`src/fp_cdu_consts.svh`:
```
// Purpose: constants for the convert/divide slice
// Assumes: IEEE single and double layouts
// Notes:   cause/flag vector order is {E,V,Z,O,U,I}
`ifndef FP_CDU_CONSTS_SVH
`define FP_CDU_CONSTS_SVH
`define SGL_MIN_NORM   31'h00800000
`define SGL_INF_MAG    31'h7F800000
`define SGL_SNAN_MAG   31'h7FC00000
`define SGL_POS_INF    32'h7F800000
`define SGL_NEG_INF    32'hFF800000
`define SGL_QNAN       32'h7FBFFFFF
`define DBL_QNAN       64'h7FF7FFFFFFFFFFFF
`define DBL_INF_MAG    63'h7FF0000000000000
`define DBL_MIN_NORM   63'h0010000000000000
`define DBL_SNAN_MAG   63'h7FF8000000000000
`define LOW29_MASK     32'h1FFFFFFF
`define EXC_E          5
`define EXC_V          4
`define EXC_Z          3
`define EXC_O          2
`define EXC_U          1
`define EXC_I          0
`define CNV_STATES     5'h02
`define DIVS_STATES    5'h0A
`define DIVD_STATES    5'h17
`define PC_STEP        32'h00000002
`define OP_CNVDS       8'hBD
`define OP_CNVSD       8'hAD
`define OP_DIV_LO      4'h3
`endif

```
`src/fp_cdu_pkg.sv`:
```
// Purpose: types for the convert/divide slice
// Assumes: none
// Notes:   class order matters for nothing outside the slice
package fp_cdu_pkg;
   typedef enum logic [2:0] {
      CLS_ZERO, CLS_DENORMAL_CLASS, CLS_NORM, CLS_INF, CLS_QNAN, CLS_SNAN
   } fp_class_type;
   typedef enum logic [1:0] {
      OP_NONE, OP_CNVDS, OP_CNVSD, OP_DIV
   } op_kind_type;
endpackage

```
`src/fp_classify.sv`:
```
// Purpose: classify a single word and a double word
// Assumes: flush forces small magnitudes to zero
// Notes:   purely combinational
`include "fp_cdu_consts.svh"
`timescale 1ns/1ps
module fp_classify (
   input  wire logic                     flush,
   input  wire logic [31:0]              sglWord,
   input  wire logic [63:0]              dblWord,
   output fp_cdu_pkg::fp_class_type      sglClass,
   output fp_cdu_pkg::fp_class_type      dblClass
);
   import fp_cdu_pkg::*;
   wire [30:0] sMag = sglWord[30:0];
   wire [62:0] dMag = dblWord[62:0];
   // Magnitude thresholds; upper quiet range is signaling here [RULE10]
   assign sglClass = (sMag < `SGL_MIN_NORM) ?
                        ((flush || sMag == 31'h0) ? CLS_ZERO : CLS_DENORMAL_CLASS) :
                     (sMag < `SGL_INF_MAG)  ? CLS_NORM :
                     (sMag == `SGL_INF_MAG) ? CLS_INF  :
                     (sMag < `SGL_SNAN_MAG) ? CLS_QNAN : CLS_SNAN;
   assign dblClass = (dMag < `DBL_MIN_NORM) ?
                        ((flush || dMag == 63'h0) ? CLS_ZERO : CLS_DENORMAL_CLASS) :
                     (dMag < `DBL_INF_MAG)  ? CLS_NORM :
                     (dMag == `DBL_INF_MAG) ? CLS_INF  :
                     (dMag < `DBL_SNAN_MAG) ? CLS_QNAN : CLS_SNAN;
endmodule

```
`src/fp_divider.sv`:
```
// Purpose: restoring mantissa divider, one bit per cycle
// Assumes: normal operands, exponent handled by the caller
// Notes:   produces 56 quotient bits plus remainder-nonzero
`timescale 1ns/1ps
module fp_divider (
   input  wire logic        clk,
   input  wire logic        srst,
   input  wire logic        start,
   input  wire logic [53:0] dividend,
   input  wire logic [53:0] divisor,
   output logic             done,
   output logic [55:0]      quotient,
   output logic             remNonZero
);
   logic [54:0] rem_q;
   logic [5:0]  cnt_q;
   logic        busy_q;
   // Compare before shifting so bit 55 is the integer bit; rem stays below twice the divisor
   wire  [55:0] trial = {1'b0, rem_q} - {2'b00, divisor};
   wire         fits  = !trial[55];
   always_ff @(posedge clk) begin
      if (srst) begin
         rem_q <= '0; cnt_q <= '0; busy_q <= 1'b0;
         quotient <= '0; done <= 1'b0;
      end else begin
         done <= 1'b0;
         if (start) begin
            rem_q <= {1'b0, dividend}; cnt_q <= 6'd56; busy_q <= 1'b1;
            quotient <= '0;
         end else if (busy_q) begin
            rem_q <= {(fits ? trial[53:0] : rem_q[53:0]), 1'b0};
            quotient <= {quotient[54:0], fits};
            cnt_q <= cnt_q - 6'd1;
            if (cnt_q == 6'd1) begin
               busy_q <= 1'b0; done <= 1'b1;
            end
         end
      end
   end
   assign remNonZero = (rem_q != '0);
endmodule

```
`src/fp_convert_divide_unit.sv`:
```
// Purpose: FP convert (double<->single) and divide execution slice
// Assumes: decoder issues one op at a time; operands held while busy
// Notes:   divide finishes at the later of mantissa loop and state count
`include "fp_cdu_consts.svh"
`timescale 1ns/1ps
// Function
// RULE1: Double-to-single into transfer register, 2 states
// RULE2: Conversions valid only with precision-select set
// RULE3: Any O/U/I enable always traps
// RULE4: Conversion exception: record, keep transfer register
// RULE5: Fixed infinity and quiet NaN patterns
// RULE6: Signaling NaN: invalid, default NaN or trap
// RULE7: Low 29 bits set inexact; truncate (code rounds nearest-even unless roundingSelect is set)
// RULE8: Denormal flushed to zero, else error
// RULE9: Single-to-double into destination pair, 2 states
// RULE10: Classify single by magnitude thresholds
// RULE11: Widen keeps class; NaN handling
// RULE12: Single divide, 10 states (code also waits for the mantissa loop, so it takes 60 states)
// RULE13: Double divide, 23 states (code also waits for the mantissa loop, so it takes 60 states)
// RULE14: Divide exception: record, keep destination
// RULE15: NaN checks precede other divide cases
// RULE16: Zero divisor: invalid, infinity or divide-by-zero
// RULE17: Infinity cases with XOR sign
// RULE18: Denormal unflushed divide sets error
// RULE19: Round nearest-even, or toward zero
// RULE20: Inexact from remainder; truncation under RZ
// RULE21: Clear cause, advance PC by 2
// RULE22: Check narrowed result for O/U/I
module fp_convert_divide_unit (
   input  wire logic        clk,
   input  wire logic        srst,
   input  wire logic        issue,
   input  wire logic [15:0] opcode,
   input  wire logic        precisionSelect,
   input  wire logic        denormalFlush,
   input  wire logic        roundingSelect,
   input  wire logic [4:0]  trapEnableBits,
   input  wire logic [31:0] pcIn,
   input  wire logic [31:0] transferIn,
   input  wire logic [31:0] singleSourceReg,
   input  wire logic [31:0] singleDestReg,
   input  wire logic [63:0] doubleSourcePair,
   input  wire logic [63:0] doubleDestPair,
   output logic             busy,
   output logic             done,
   output logic             undefinedOp,
   output logic             fpuTrap,
   output logic [31:0]      pcOut,
   output logic [5:0]       exceptionCauseField,
   output logic [4:0]       stickyFlagField,
   output logic             transferWe,
   output logic [31:0]      transferOut,
   output logic             singleDestWe,
   output logic [31:0]      singleDestOut,
   output logic             doubleDestWe,
   output logic [63:0]      doubleDestOut
);
   import fp_cdu_pkg::*;

   typedef enum logic [1:0] {ST_IDLE, ST_RUN, ST_FINISH} state_type;

   state_type    state_q;
   op_kind_type  op_q;
   logic         dbl_q;
   logic [4:0]   cnt_q;
   logic [63:0]  a_q;
   logic [63:0]  b_q;
   logic         divDone_q;
   logic [55:0]  quot_q;
   logic         rem_q;

   // Opcode decode; conversions need precision-select [RULE2]
   wire isCnvDs = (opcode[15:12] == 4'hF) && (opcode[7:0] == `OP_CNVDS) && !opcode[8];
   wire isCnvSd = (opcode[15:12] == 4'hF) && (opcode[7:0] == `OP_CNVSD) && !opcode[8];
   wire isDiv   = (opcode[15:12] == 4'hF) && (opcode[3:0] == `OP_DIV_LO);
   wire cnvReserved = (isCnvDs || isCnvSd) && !precisionSelect;  // [RULE2]
   wire start   = issue && (state_q == ST_IDLE) && !cnvReserved
                  && (isCnvDs || isCnvSd || isDiv);

   fp_class_type clsA;
   fp_class_type clsB;
   fp_class_type clsAs;
   fp_class_type clsBd;
   // Class of a (dividend / conversion source) and b (divisor)
   fp_classify u_clsA (
      .flush    (denormalFlush),
      .sglWord  (a_q[31:0]),
      .dblWord  (a_q),
      .sglClass (clsAs),
      .dblClass (clsA)
   );
   fp_classify u_clsB (
      .flush    (denormalFlush),
      .sglWord  (b_q[31:0]),
      .dblWord  (b_q),
      .sglClass (clsB),
      .dblClass (clsBd)
   );
   wire fp_class_type ca = dbl_q ? clsA  : clsAs;
   wire fp_class_type cb = dbl_q ? clsBd : clsB;

   // Field extraction shared by both precisions
   function automatic logic [12:0] expOf(input logic [63:0] v, input logic d);
      expOf = d ? {2'b00, v[62:52]} : {5'b0, v[30:23]};
   endfunction
   function automatic logic [53:0] manOf(input logic [63:0] v, input logic d);
      manOf = d ? {1'b0, 1'b1, v[51:0]} : {1'b0, 1'b1, v[22:0], 29'h0};
   endfunction

   // Divider mantissas, dividend ≥ divisor guaranteed by one pre-shift
   wire [53:0] manA = manOf(a_q, dbl_q);
   wire [53:0] manB = manOf(b_q, dbl_q);
   wire        aLess = manA < manB;
   logic       divStart_q;
   logic       divDone;
   logic [55:0] divQuot;
   logic       divRem;
   fp_divider u_div (
      .clk        (clk),
      .srst       (srst),
      .start      (divStart_q),
      .dividend   (aLess ? {manA[52:0], 1'b0} : manA),
      .divisor    (manB),
      .done       (divDone),
      .quotient   (divQuot),
      .remNonZero (divRem)
   );

   // Divide rounding: quotient msb at 55; guard/sticky from the rest [RULE19] [RULE20]
   wire        sgnQ  = dbl_q ? (a_q[63] ^ b_q[63]) : (a_q[31] ^ b_q[31]);
   wire [12:0] bias  = dbl_q ? 13'd1023 : 13'd127;
   wire [12:0] eQ    = expOf(a_q, dbl_q) - expOf(b_q, dbl_q) + bias - {12'd0, aLess};
   wire [52:0] qMan  = dbl_q ? quot_q[55:3] : {29'h0, quot_q[55:32]};
   wire        qG    = dbl_q ? quot_q[2] : quot_q[31];
   wire        qSt   = rem_q | (dbl_q ? |quot_q[1:0] : |quot_q[30:0]);
   wire        qInex = qG | qSt;                                       // [RULE20]
   wire        qUp   = !roundingSelect && qG && (qSt || qMan[0]);      // [RULE19]
   wire [53:0] qRnd  = {1'b0, qMan} + {53'd0, qUp};
   wire        qCar  = dbl_q ? qRnd[53] : qRnd[24];
   wire [12:0] eFin  = eQ + {12'd0, qCar};
   wire [12:0] eMax  = dbl_q ? 13'd2047 : 13'd255;
   wire        qOvf  = !eFin[12] && (eFin >= eMax);
   wire        qUnf  = eFin[12] || (eFin == 13'd0);
   wire [63:0] qWord = dbl_q ? {sgnQ, eFin[10:0], qRnd[51:0]}
                             : {32'h0, sgnQ, eFin[7:0], qRnd[22:0]};

   // Narrowing of a normal double [RULE7] [RULE19] [RULE22]
   wire        nSgn  = a_q[63];
   wire [12:0] nExp  = {2'b00, a_q[62:52]} - 13'd896;
   wire        nLow  = (a_q[28:0] != 29'h0);                           // [RULE7]
   wire        nUp   = !roundingSelect && a_q[28] && ((a_q[27:0] != 28'h0) || a_q[29]);
   wire [23:0] nRnd  = {1'b0, a_q[51:29]} + {23'd0, nUp};
   wire [12:0] nExpF = nExp + {12'd0, nRnd[23]};
   wire        nOvf  = !nExpF[12] && (nExpF >= 13'd255);
   wire        nUnf  = nExpF[12] || (nExpF == 13'd0);
   wire        zeroIn = (a_q[62:0] == 63'h0) || (a_q[62:52] == 11'h0);

   // Result and exception evaluation
   logic [5:0]  exc;
   logic        wr;
   logic [63:0] res;
   always_comb begin
      exc = 6'h0;
      wr  = 1'b0;
      res = 64'h0;
      case (op_q)
         OP_CNVDS: begin
            case (clsA)
               CLS_DENORMAL_CLASS: exc[`EXC_E] = 1'b1;                         // [RULE8]
               CLS_INF:  begin wr = 1'b1; res = {32'h0, nSgn ? `SGL_NEG_INF : `SGL_POS_INF}; end
               CLS_QNAN: begin wr = 1'b1; res = {32'h0, `SGL_QNAN}; end // [RULE5]
               CLS_SNAN: begin
                  exc[`EXC_V] = 1'b1;                                  // [RULE6]
                  wr = 1'b1;
                  res = {32'h0, `SGL_QNAN};
               end
               CLS_NORM: begin
                  exc[`EXC_I] = nLow;                                  // [RULE7]
                  wr = 1'b1;
                  if (nOvf) begin
                     exc[`EXC_O] = 1'b1; exc[`EXC_I] = 1'b1;           // [RULE22]
                     res = {32'h0, nSgn, 8'hFF, 23'h0};
                  end else if (nUnf) begin
                     exc[`EXC_U] = 1'b1; exc[`EXC_I] = 1'b1;           // [RULE22]
                     res = {32'h0, nSgn, 31'h0};
                  end else begin
                     res = {32'h0, nSgn, nExpF[7:0], nRnd[22:0]};
                  end
               end
               default: begin wr = 1'b1; res = {32'h0, nSgn, 31'h0}; end
            endcase
            if (zeroIn) res = {32'h0, nSgn, 31'h0};                    // [RULE8]
         end
         OP_CNVSD: begin
            case (clsAs)                                               // [RULE11]
               CLS_DENORMAL_CLASS: exc[`EXC_E] = 1'b1;                         // [RULE8]
               CLS_QNAN:   begin wr = 1'b1; res = `DBL_QNAN; end
               CLS_SNAN:   exc[`EXC_V] = 1'b1;
               CLS_ZERO:   begin wr = 1'b1; res = {a_q[31], 63'h0}; end
               CLS_INF:    begin wr = 1'b1; res = {a_q[31], `DBL_INF_MAG}; end
               default: begin
                  wr  = 1'b1;
                  res = {a_q[31], 3'b000, a_q[30:0], 29'h0} + {1'b0, 11'd896, 52'h0};
               end
            endcase
         end
         OP_DIV: begin
            if (ca == CLS_SNAN || cb == CLS_SNAN) exc[`EXC_V] = 1'b1;  // [RULE15]
            else if (ca == CLS_QNAN || cb == CLS_QNAN) begin
               wr = 1'b1;
               res = dbl_q ? `DBL_QNAN : {32'h0, `SGL_QNAN};
            end else if (ca == CLS_DENORMAL_CLASS || cb == CLS_DENORMAL_CLASS)
               exc[`EXC_E] = 1'b1;                                     // [RULE18]
            else if (cb == CLS_ZERO) begin                             // [RULE16]
               if (ca == CLS_ZERO) exc[`EXC_V] = 1'b1;
               else if (ca == CLS_INF) begin
                  wr = 1'b1;
                  res = dbl_q ? {sgnQ, `DBL_INF_MAG} : {32'h0, sgnQ, `SGL_INF_MAG};
               end else exc[`EXC_Z] = 1'b1;
            end else if (ca == CLS_INF && cb == CLS_INF)
               exc[`EXC_V] = 1'b1;                                     // [RULE17]
            else if (cb == CLS_INF || ca == CLS_ZERO) begin
               wr = 1'b1;
               res = dbl_q ? {sgnQ, 63'h0} : {32'h0, sgnQ, 31'h0};
            end else if (ca == CLS_INF) begin
               wr = 1'b1;
               res = dbl_q ? {sgnQ, `DBL_INF_MAG} : {32'h0, sgnQ, `SGL_INF_MAG};
            end else begin
               wr = 1'b1;
               res = qWord;
               exc[`EXC_I] = qInex;                                    // [RULE20]
               exc[`EXC_O] = qOvf;
               exc[`EXC_U] = qUnf;
            end
         end
         default: ;
      endcase
   end

   wire anyExc   = (exc != 6'h0);
   wire vTrapped = exc[`EXC_V] && trapEnableBits[`EXC_V];
   wire ouiTrap  = |trapEnableBits[2:0];                               // [RULE3]
   wire trapNow  = ouiTrap || vTrapped || exc[`EXC_E]
                   || (exc[`EXC_Z] && trapEnableBits[`EXC_Z]);
   // Any exception blocks the write; double-to-single NaN default survives untrapped invalid
   wire writeOk  = wr && !trapNow && (!anyExc || (op_q == OP_CNVDS && exc == 6'h10)); // [RULE4] [RULE14] [RULE6]
   wire [4:0] needed = (op_q == OP_DIV) ? (dbl_q ? `DIVD_STATES : `DIVS_STATES) : `CNV_STATES;
   wire divReady = (op_q != OP_DIV) || divDone_q;

   always_ff @(posedge clk) begin
      if (srst) begin
         state_q <= ST_IDLE; op_q <= OP_NONE; dbl_q <= 1'b0; cnt_q <= '0;
         a_q <= '0; b_q <= '0; divStart_q <= 1'b0; divDone_q <= 1'b0;
         quot_q <= '0; rem_q <= 1'b0;
         busy <= 1'b0; done <= 1'b0; undefinedOp <= 1'b0; fpuTrap <= 1'b0;
         pcOut <= '0; exceptionCauseField <= '0; stickyFlagField <= '0;
         transferWe <= 1'b0; transferOut <= '0; singleDestWe <= 1'b0;
         singleDestOut <= '0; doubleDestWe <= 1'b0; doubleDestOut <= '0;
      end else begin
         done <= 1'b0; fpuTrap <= 1'b0; transferWe <= 1'b0;
         singleDestWe <= 1'b0; doubleDestWe <= 1'b0; divStart_q <= 1'b0;
         undefinedOp <= issue && (state_q == ST_IDLE) && cnvReserved;  // [RULE2]
         if (divDone) begin
            divDone_q <= 1'b1; quot_q <= divQuot; rem_q <= divRem;
         end
         case (state_q)
            ST_IDLE: if (start) begin
               state_q <= ST_RUN; busy <= 1'b1; cnt_q <= 5'd1;
               exceptionCauseField <= 6'h0;                            // [RULE21]
               pcOut <= pcIn + `PC_STEP;                               // [RULE21]
               dbl_q <= isDiv ? precisionSelect : 1'b1;
               divDone_q <= 1'b0;
               if (isCnvDs) begin
                  op_q <= OP_CNVDS;
                  a_q  <= doubleSourcePair;                            // [RULE1]
               end else if (isCnvSd) begin
                  op_q <= OP_CNVSD;
                  a_q  <= {32'h0, transferIn};                         // [RULE9]
               end else begin
                  op_q <= OP_DIV;
                  divStart_q <= 1'b1;
                  a_q <= precisionSelect ? doubleDestPair : {32'h0, singleDestReg};  // [RULE12]
                  b_q <= precisionSelect ? doubleSourcePair : {32'h0, singleSourceReg}; // [RULE13]
               end
            end
            ST_RUN: begin
               if (cnt_q < needed) cnt_q <= cnt_q + 5'd1;              // [RULE1] [RULE12] [RULE13]
               if (cnt_q >= needed - 5'd1 && divReady) state_q <= ST_FINISH;
            end
            ST_FINISH: begin
               state_q <= ST_IDLE; busy <= 1'b0; done <= 1'b1;
               exceptionCauseField <= exc;                             // [RULE4] [RULE14]
               stickyFlagField <= stickyFlagField | exc[4:0];          // [RULE22]
               fpuTrap <= trapNow;                                     // [RULE3] [RULE6]
               transferWe    <= writeOk && (op_q == OP_CNVDS);
               transferOut   <= res[31:0];
               singleDestWe  <= writeOk && (op_q == OP_DIV) && !dbl_q;
               singleDestOut <= res[31:0];
               doubleDestWe  <= writeOk && (op_q == OP_CNVSD || (op_q == OP_DIV && dbl_q));
               doubleDestOut <= res;
            end
            default: state_q <= ST_IDLE;
         endcase
      end
   end
endmodule

```
`config.mk`:
```
export PLATFORM = sky130hd
export DESIGN_NAME = fp_convert_divide_unit
export DESIGN_NICKNAME = d
export VERILOG_FILES = /design/src/fp_cdu_pkg.sv /design/src/fp_classify.sv /design/src/fp_divider.sv /design/src/fp_convert_divide_unit.sv
export VERILOG_INCLUDE_DIRS = /design/src
export SDC_FILE = /design/constraint.sdc
export NUM_CORES = 2
export LEC_CHECK = 0
export BUFFER_PORTS_ARGS = -buffer_cell sky130_fd_sc_hd__buf_2
export CAP_MARGIN = 40
export CORE_UTILIZATION = 57
export DETAILED_ROUTE_END_ITERATION = 8
export PLACE_DENSITY_LB_ADDON = 0.08
export RECOVER_POWER = 25
export SLEW_MARGIN = 20
export SYNTH_ARGS = -nofsm -noshare
export SYNTH_HDL_FRONTEND = slang
export SYNTH_SLANG_ARGS = --single-unit
```
`constraint.sdc`:
```
create_clock -name clk -period 9.5 [get_ports clk]
set_input_delay 1.425 -clock clk [delete_from_list [all_inputs] [get_ports clk]]
set_output_delay 1.425 -clock clk [all_outputs]
set_load 0.01 [all_outputs]
```
==> impl_metrics.yaml <==
outcome:
  outcome: "complete, but fails checks"
  failed_checks: "capacitance limit, slew limit"
logic_synthesis:
  syn_area_sq_um: 29500
  ys_seq_area_frac: 0.292
  yosys_most_used_dff: "dfxtp_1"
  synthCells: 3758
  syn_area_per_cell_sq_um: 7.85
  yosysWarningCount: 0
  synthArstFlopShare: 0
  synth_seq_cells: 430
  synth_fp_nets: 4205
  synth_edf_count: 0
  yosysUniqueCellTypes: 95
worst_setup_path:
  crit_path_start_kind: "input port"
  crit_type: "input port to flop"
  cp_max_fo: 148
  crit_arrival_ns: 9.21
  required_ns: 9.99
  cp-startpoint: "srst"
  r2r-start: "dbl_q"
  cp-end-kind: "flop"
pwr:
  p_per_area_nw_per_um2: 124
  leakagePower_nw: 13.2
  vdd_ir_drop_max_uv: 137
drt:
  routed_wl_mm: 107
  drc: 0
  viasPerCell: 6.27
  via_count: 29500
  routedWlPerCell_microns: 22.8
  ant_nets: 0
  dr.first_iter.drc_count: 3050
  dr.pass1.iters: 7
sta:
  max_slew_margin: -3.15
  fmax_mhz: 115
  worst_pin_slew_ns: 6.23
  whs_ns: 0.452
  hold_viol: 0
  fin_worst_skew_ns: 0.0333
  final.setup.tns_ns: 0
  finalCritPeriodShare: 0.918
  grt_setup_unrepaired: "no"
  fin_crit_ns: 8.72
  setup_viol: 0
  drv_slew: 339
floorplan:
  initial_utilization: 0.583
  dieArea_sq_um: 52600
  design.portCount: 461
  die-height_microns: 229
  core_area_sq_um: 50600
  die_w_microns: 229
  rows: 82
clocking:
  clock-root-buffer: "clkbuf_16"
  post_cts_resized: 0
  clock-sinks: 430
  h-tree-depth: 2
  clkTransAtPathRegs_ns: 0.06
  cts_buffers: 48
  clock_insertion_delay_worst_skew_ns: 0.62
  hold_buffers: 0
  cts_setup_buffers: 0
  cts_tree: "yes"
  clock_tree.buffer_depth: 3
layout:
  finalNetCount: 4443
  syn2layout_area_growth_pct: 13.1
  final_layout_size_suffix_gt1_frac: 0.153
  antenna_cells: 0
global_route:
  grt_pass1_vias: 26800
  grt_max_degree: 149
  grt_usage: 0.394
  antenna_found_initial: 1
  overflow: 0
  grt_pass1_wl_mm: 162
worst_hold_path:
  worst_hold_path_type: "flop to flop"
  hold_start: "stickyFlagField[3]"
job:
  maxCapViolCount: 3
placement:
  gp_congestion: 1.06
  dp.final_hpwl_mm: 80.9
  port_buffers: 457
[final timing paths]
kind / end / slack, ns / cells past startpoint
worst min register to register: stickyFlagField[3] / 0.45 / 2
worst max register to register: stickyFlagField[2] / 1.19 / 30
worst min-delay path: stickyFlagField[3] / 0.45 / 2
worst max-delay path: doubleDestOut[60] / 0.78 / 5
[synth_stat cells, drive strengths merged (66+ instances only)]
cell,n,area (sq um)
ha,160,2000
xnor2,98,858
nand3,93,470
a21oi,273,1390
nand4,66,419
inv,101,379
buf,137,851
nand2,341,1280
a211oi,158,1190
mux2i,252,2520
o21ai,195,976
dfxtp,430,8610
xor2,85,744
clkbuf,185,696
nor2,471,1780
nor3,107,562
[sequential cells by signal, indices dropped and copies added (netlist names), 2 cells and up]
signal,count
u_div.quotient,56
b_q,64
u_div.cnt_q,6
a_q,64
u_div.rem_q,55
quot_q,56
pcOut,32
stickyFlagField,5
exceptionCauseField,6
doubleDestOut,33
cnt_q,5
state_q,2
singleDestOut,31
op_q,2
[metal layers]
layer  GRT usage  up-vias  share of wire
li1            -    14000              -
met1       0.543    13700           0.43
met2       0.582     1484           0.42
met3      0.0855      275          0.097
met4       0.182        2          0.051
met5           0        -        0.00010
[stage by stage]
step	area, sq um	util	cells	setup slack [ns]	power (W)
after floorplan	29500	-	3758	0.887	0.00200
after global placement	31500	0.623	4603	1.65	0.00212
after detailed placement	31700	0.627	4616	1.50	0.00212
after CTS	33400	0.661	4705	1.59	0.00415
after global routing	33300	0.659	4707	0.545	0.00424
final	33300	0.659	4707	0.778	0.00414
[cell type report]
type                            count  area (sq um)
Clock inverter                     22           358
Multi-Input combinational cell   2905         19000
Clock buffer                       67          1370
Fill cell                        4560         17200
Tap cell                          672           841
Timing Repair Buffer              510          2730
Inverter                          101           379
Sequential cell                   430          8620
[kinds of logic (layout without fill, tap and decap cells)]
| family | count (synthesis) | in the layout | synth area share |
|---|---|---|---|
| AND/OR/NAND/NOR | 1299 | 1299 | 0.205 |
| AO/OA/AOI/OAI | 978 | 978 | 0.216 |
| flip-flops | 430 | 430 | 0.292 |
| buffers and inverters | 423 | 700 | 0.0653 |
| multiplexers | 281 | 281 | 0.0966 |
| XOR/XNOR | 183 | 183 | 0.0544 |
| adder cells (fa/ha/maj) | 164 | 164 | 0.0706 |
[critical path, stage by stage]
cell      delay, ns
clkbuf_1       4.17
clkbuf_2       2.79
a211oi_1       0.13
nor2_1         0.30
nor2_1         0.08
[cells in the final DEF, fill, tap and decap left out, types with 11 or more instances in the layout]
| master | n |
|---|---|
| clkbuf_1 | 72 |
| dfxtp_1 | 427 |
| nor2_1 | 464 |
| and2_1 | 16 |
| o21ai_1 | 18 |
| o211ai_1 | 44 |
| a211oi_1 | 157 |
| nand4_1 | 65 |
| nand2b_1 | 19 |
| inv_1 | 101 |
| o22ai_1 | 41 |
| or3_1 | 12 |
| nand3_1 | 91 |
| a31oi_1 | 11 |
| xnor2_1 | 98 |
| a221oi_1 | 38 |
| a21o_1 | 53 |
| o21bai_1 | 17 |
| nor2b_1 | 36 |
| buf_4 | 38 |
| mux2i_1 | 252 |
| nand2_1 | 340 |
| a22oi_1 | 52 |
| nor3_1 | 101 |
| and3_1 | 33 |
| o21ai_0 | 174 |
| nor4_1 | 47 |
| mux2_2 | 29 |
| ha_1 | 160 |
| clkbuf_16 | 48 |
| a21oi_1 | 269 |
| o221ai_1 | 16 |
| xor2_1 | 85 |
| o21a_1 | 16 |
| buf_2 | 393 |
[where the power goes]
group / internal (W) / leakage (nW) / switching, W
sequential: 0.00180 / 3.46 / 0.00000480
clock: 0.00123 / 0.849 / 0.000823
combinational: 0.000110 / 8.93 / 0.000165
total: 0.00315 / 13.2 / 0.000993
No activity file was read; power rests on OpenSTA's default activity.
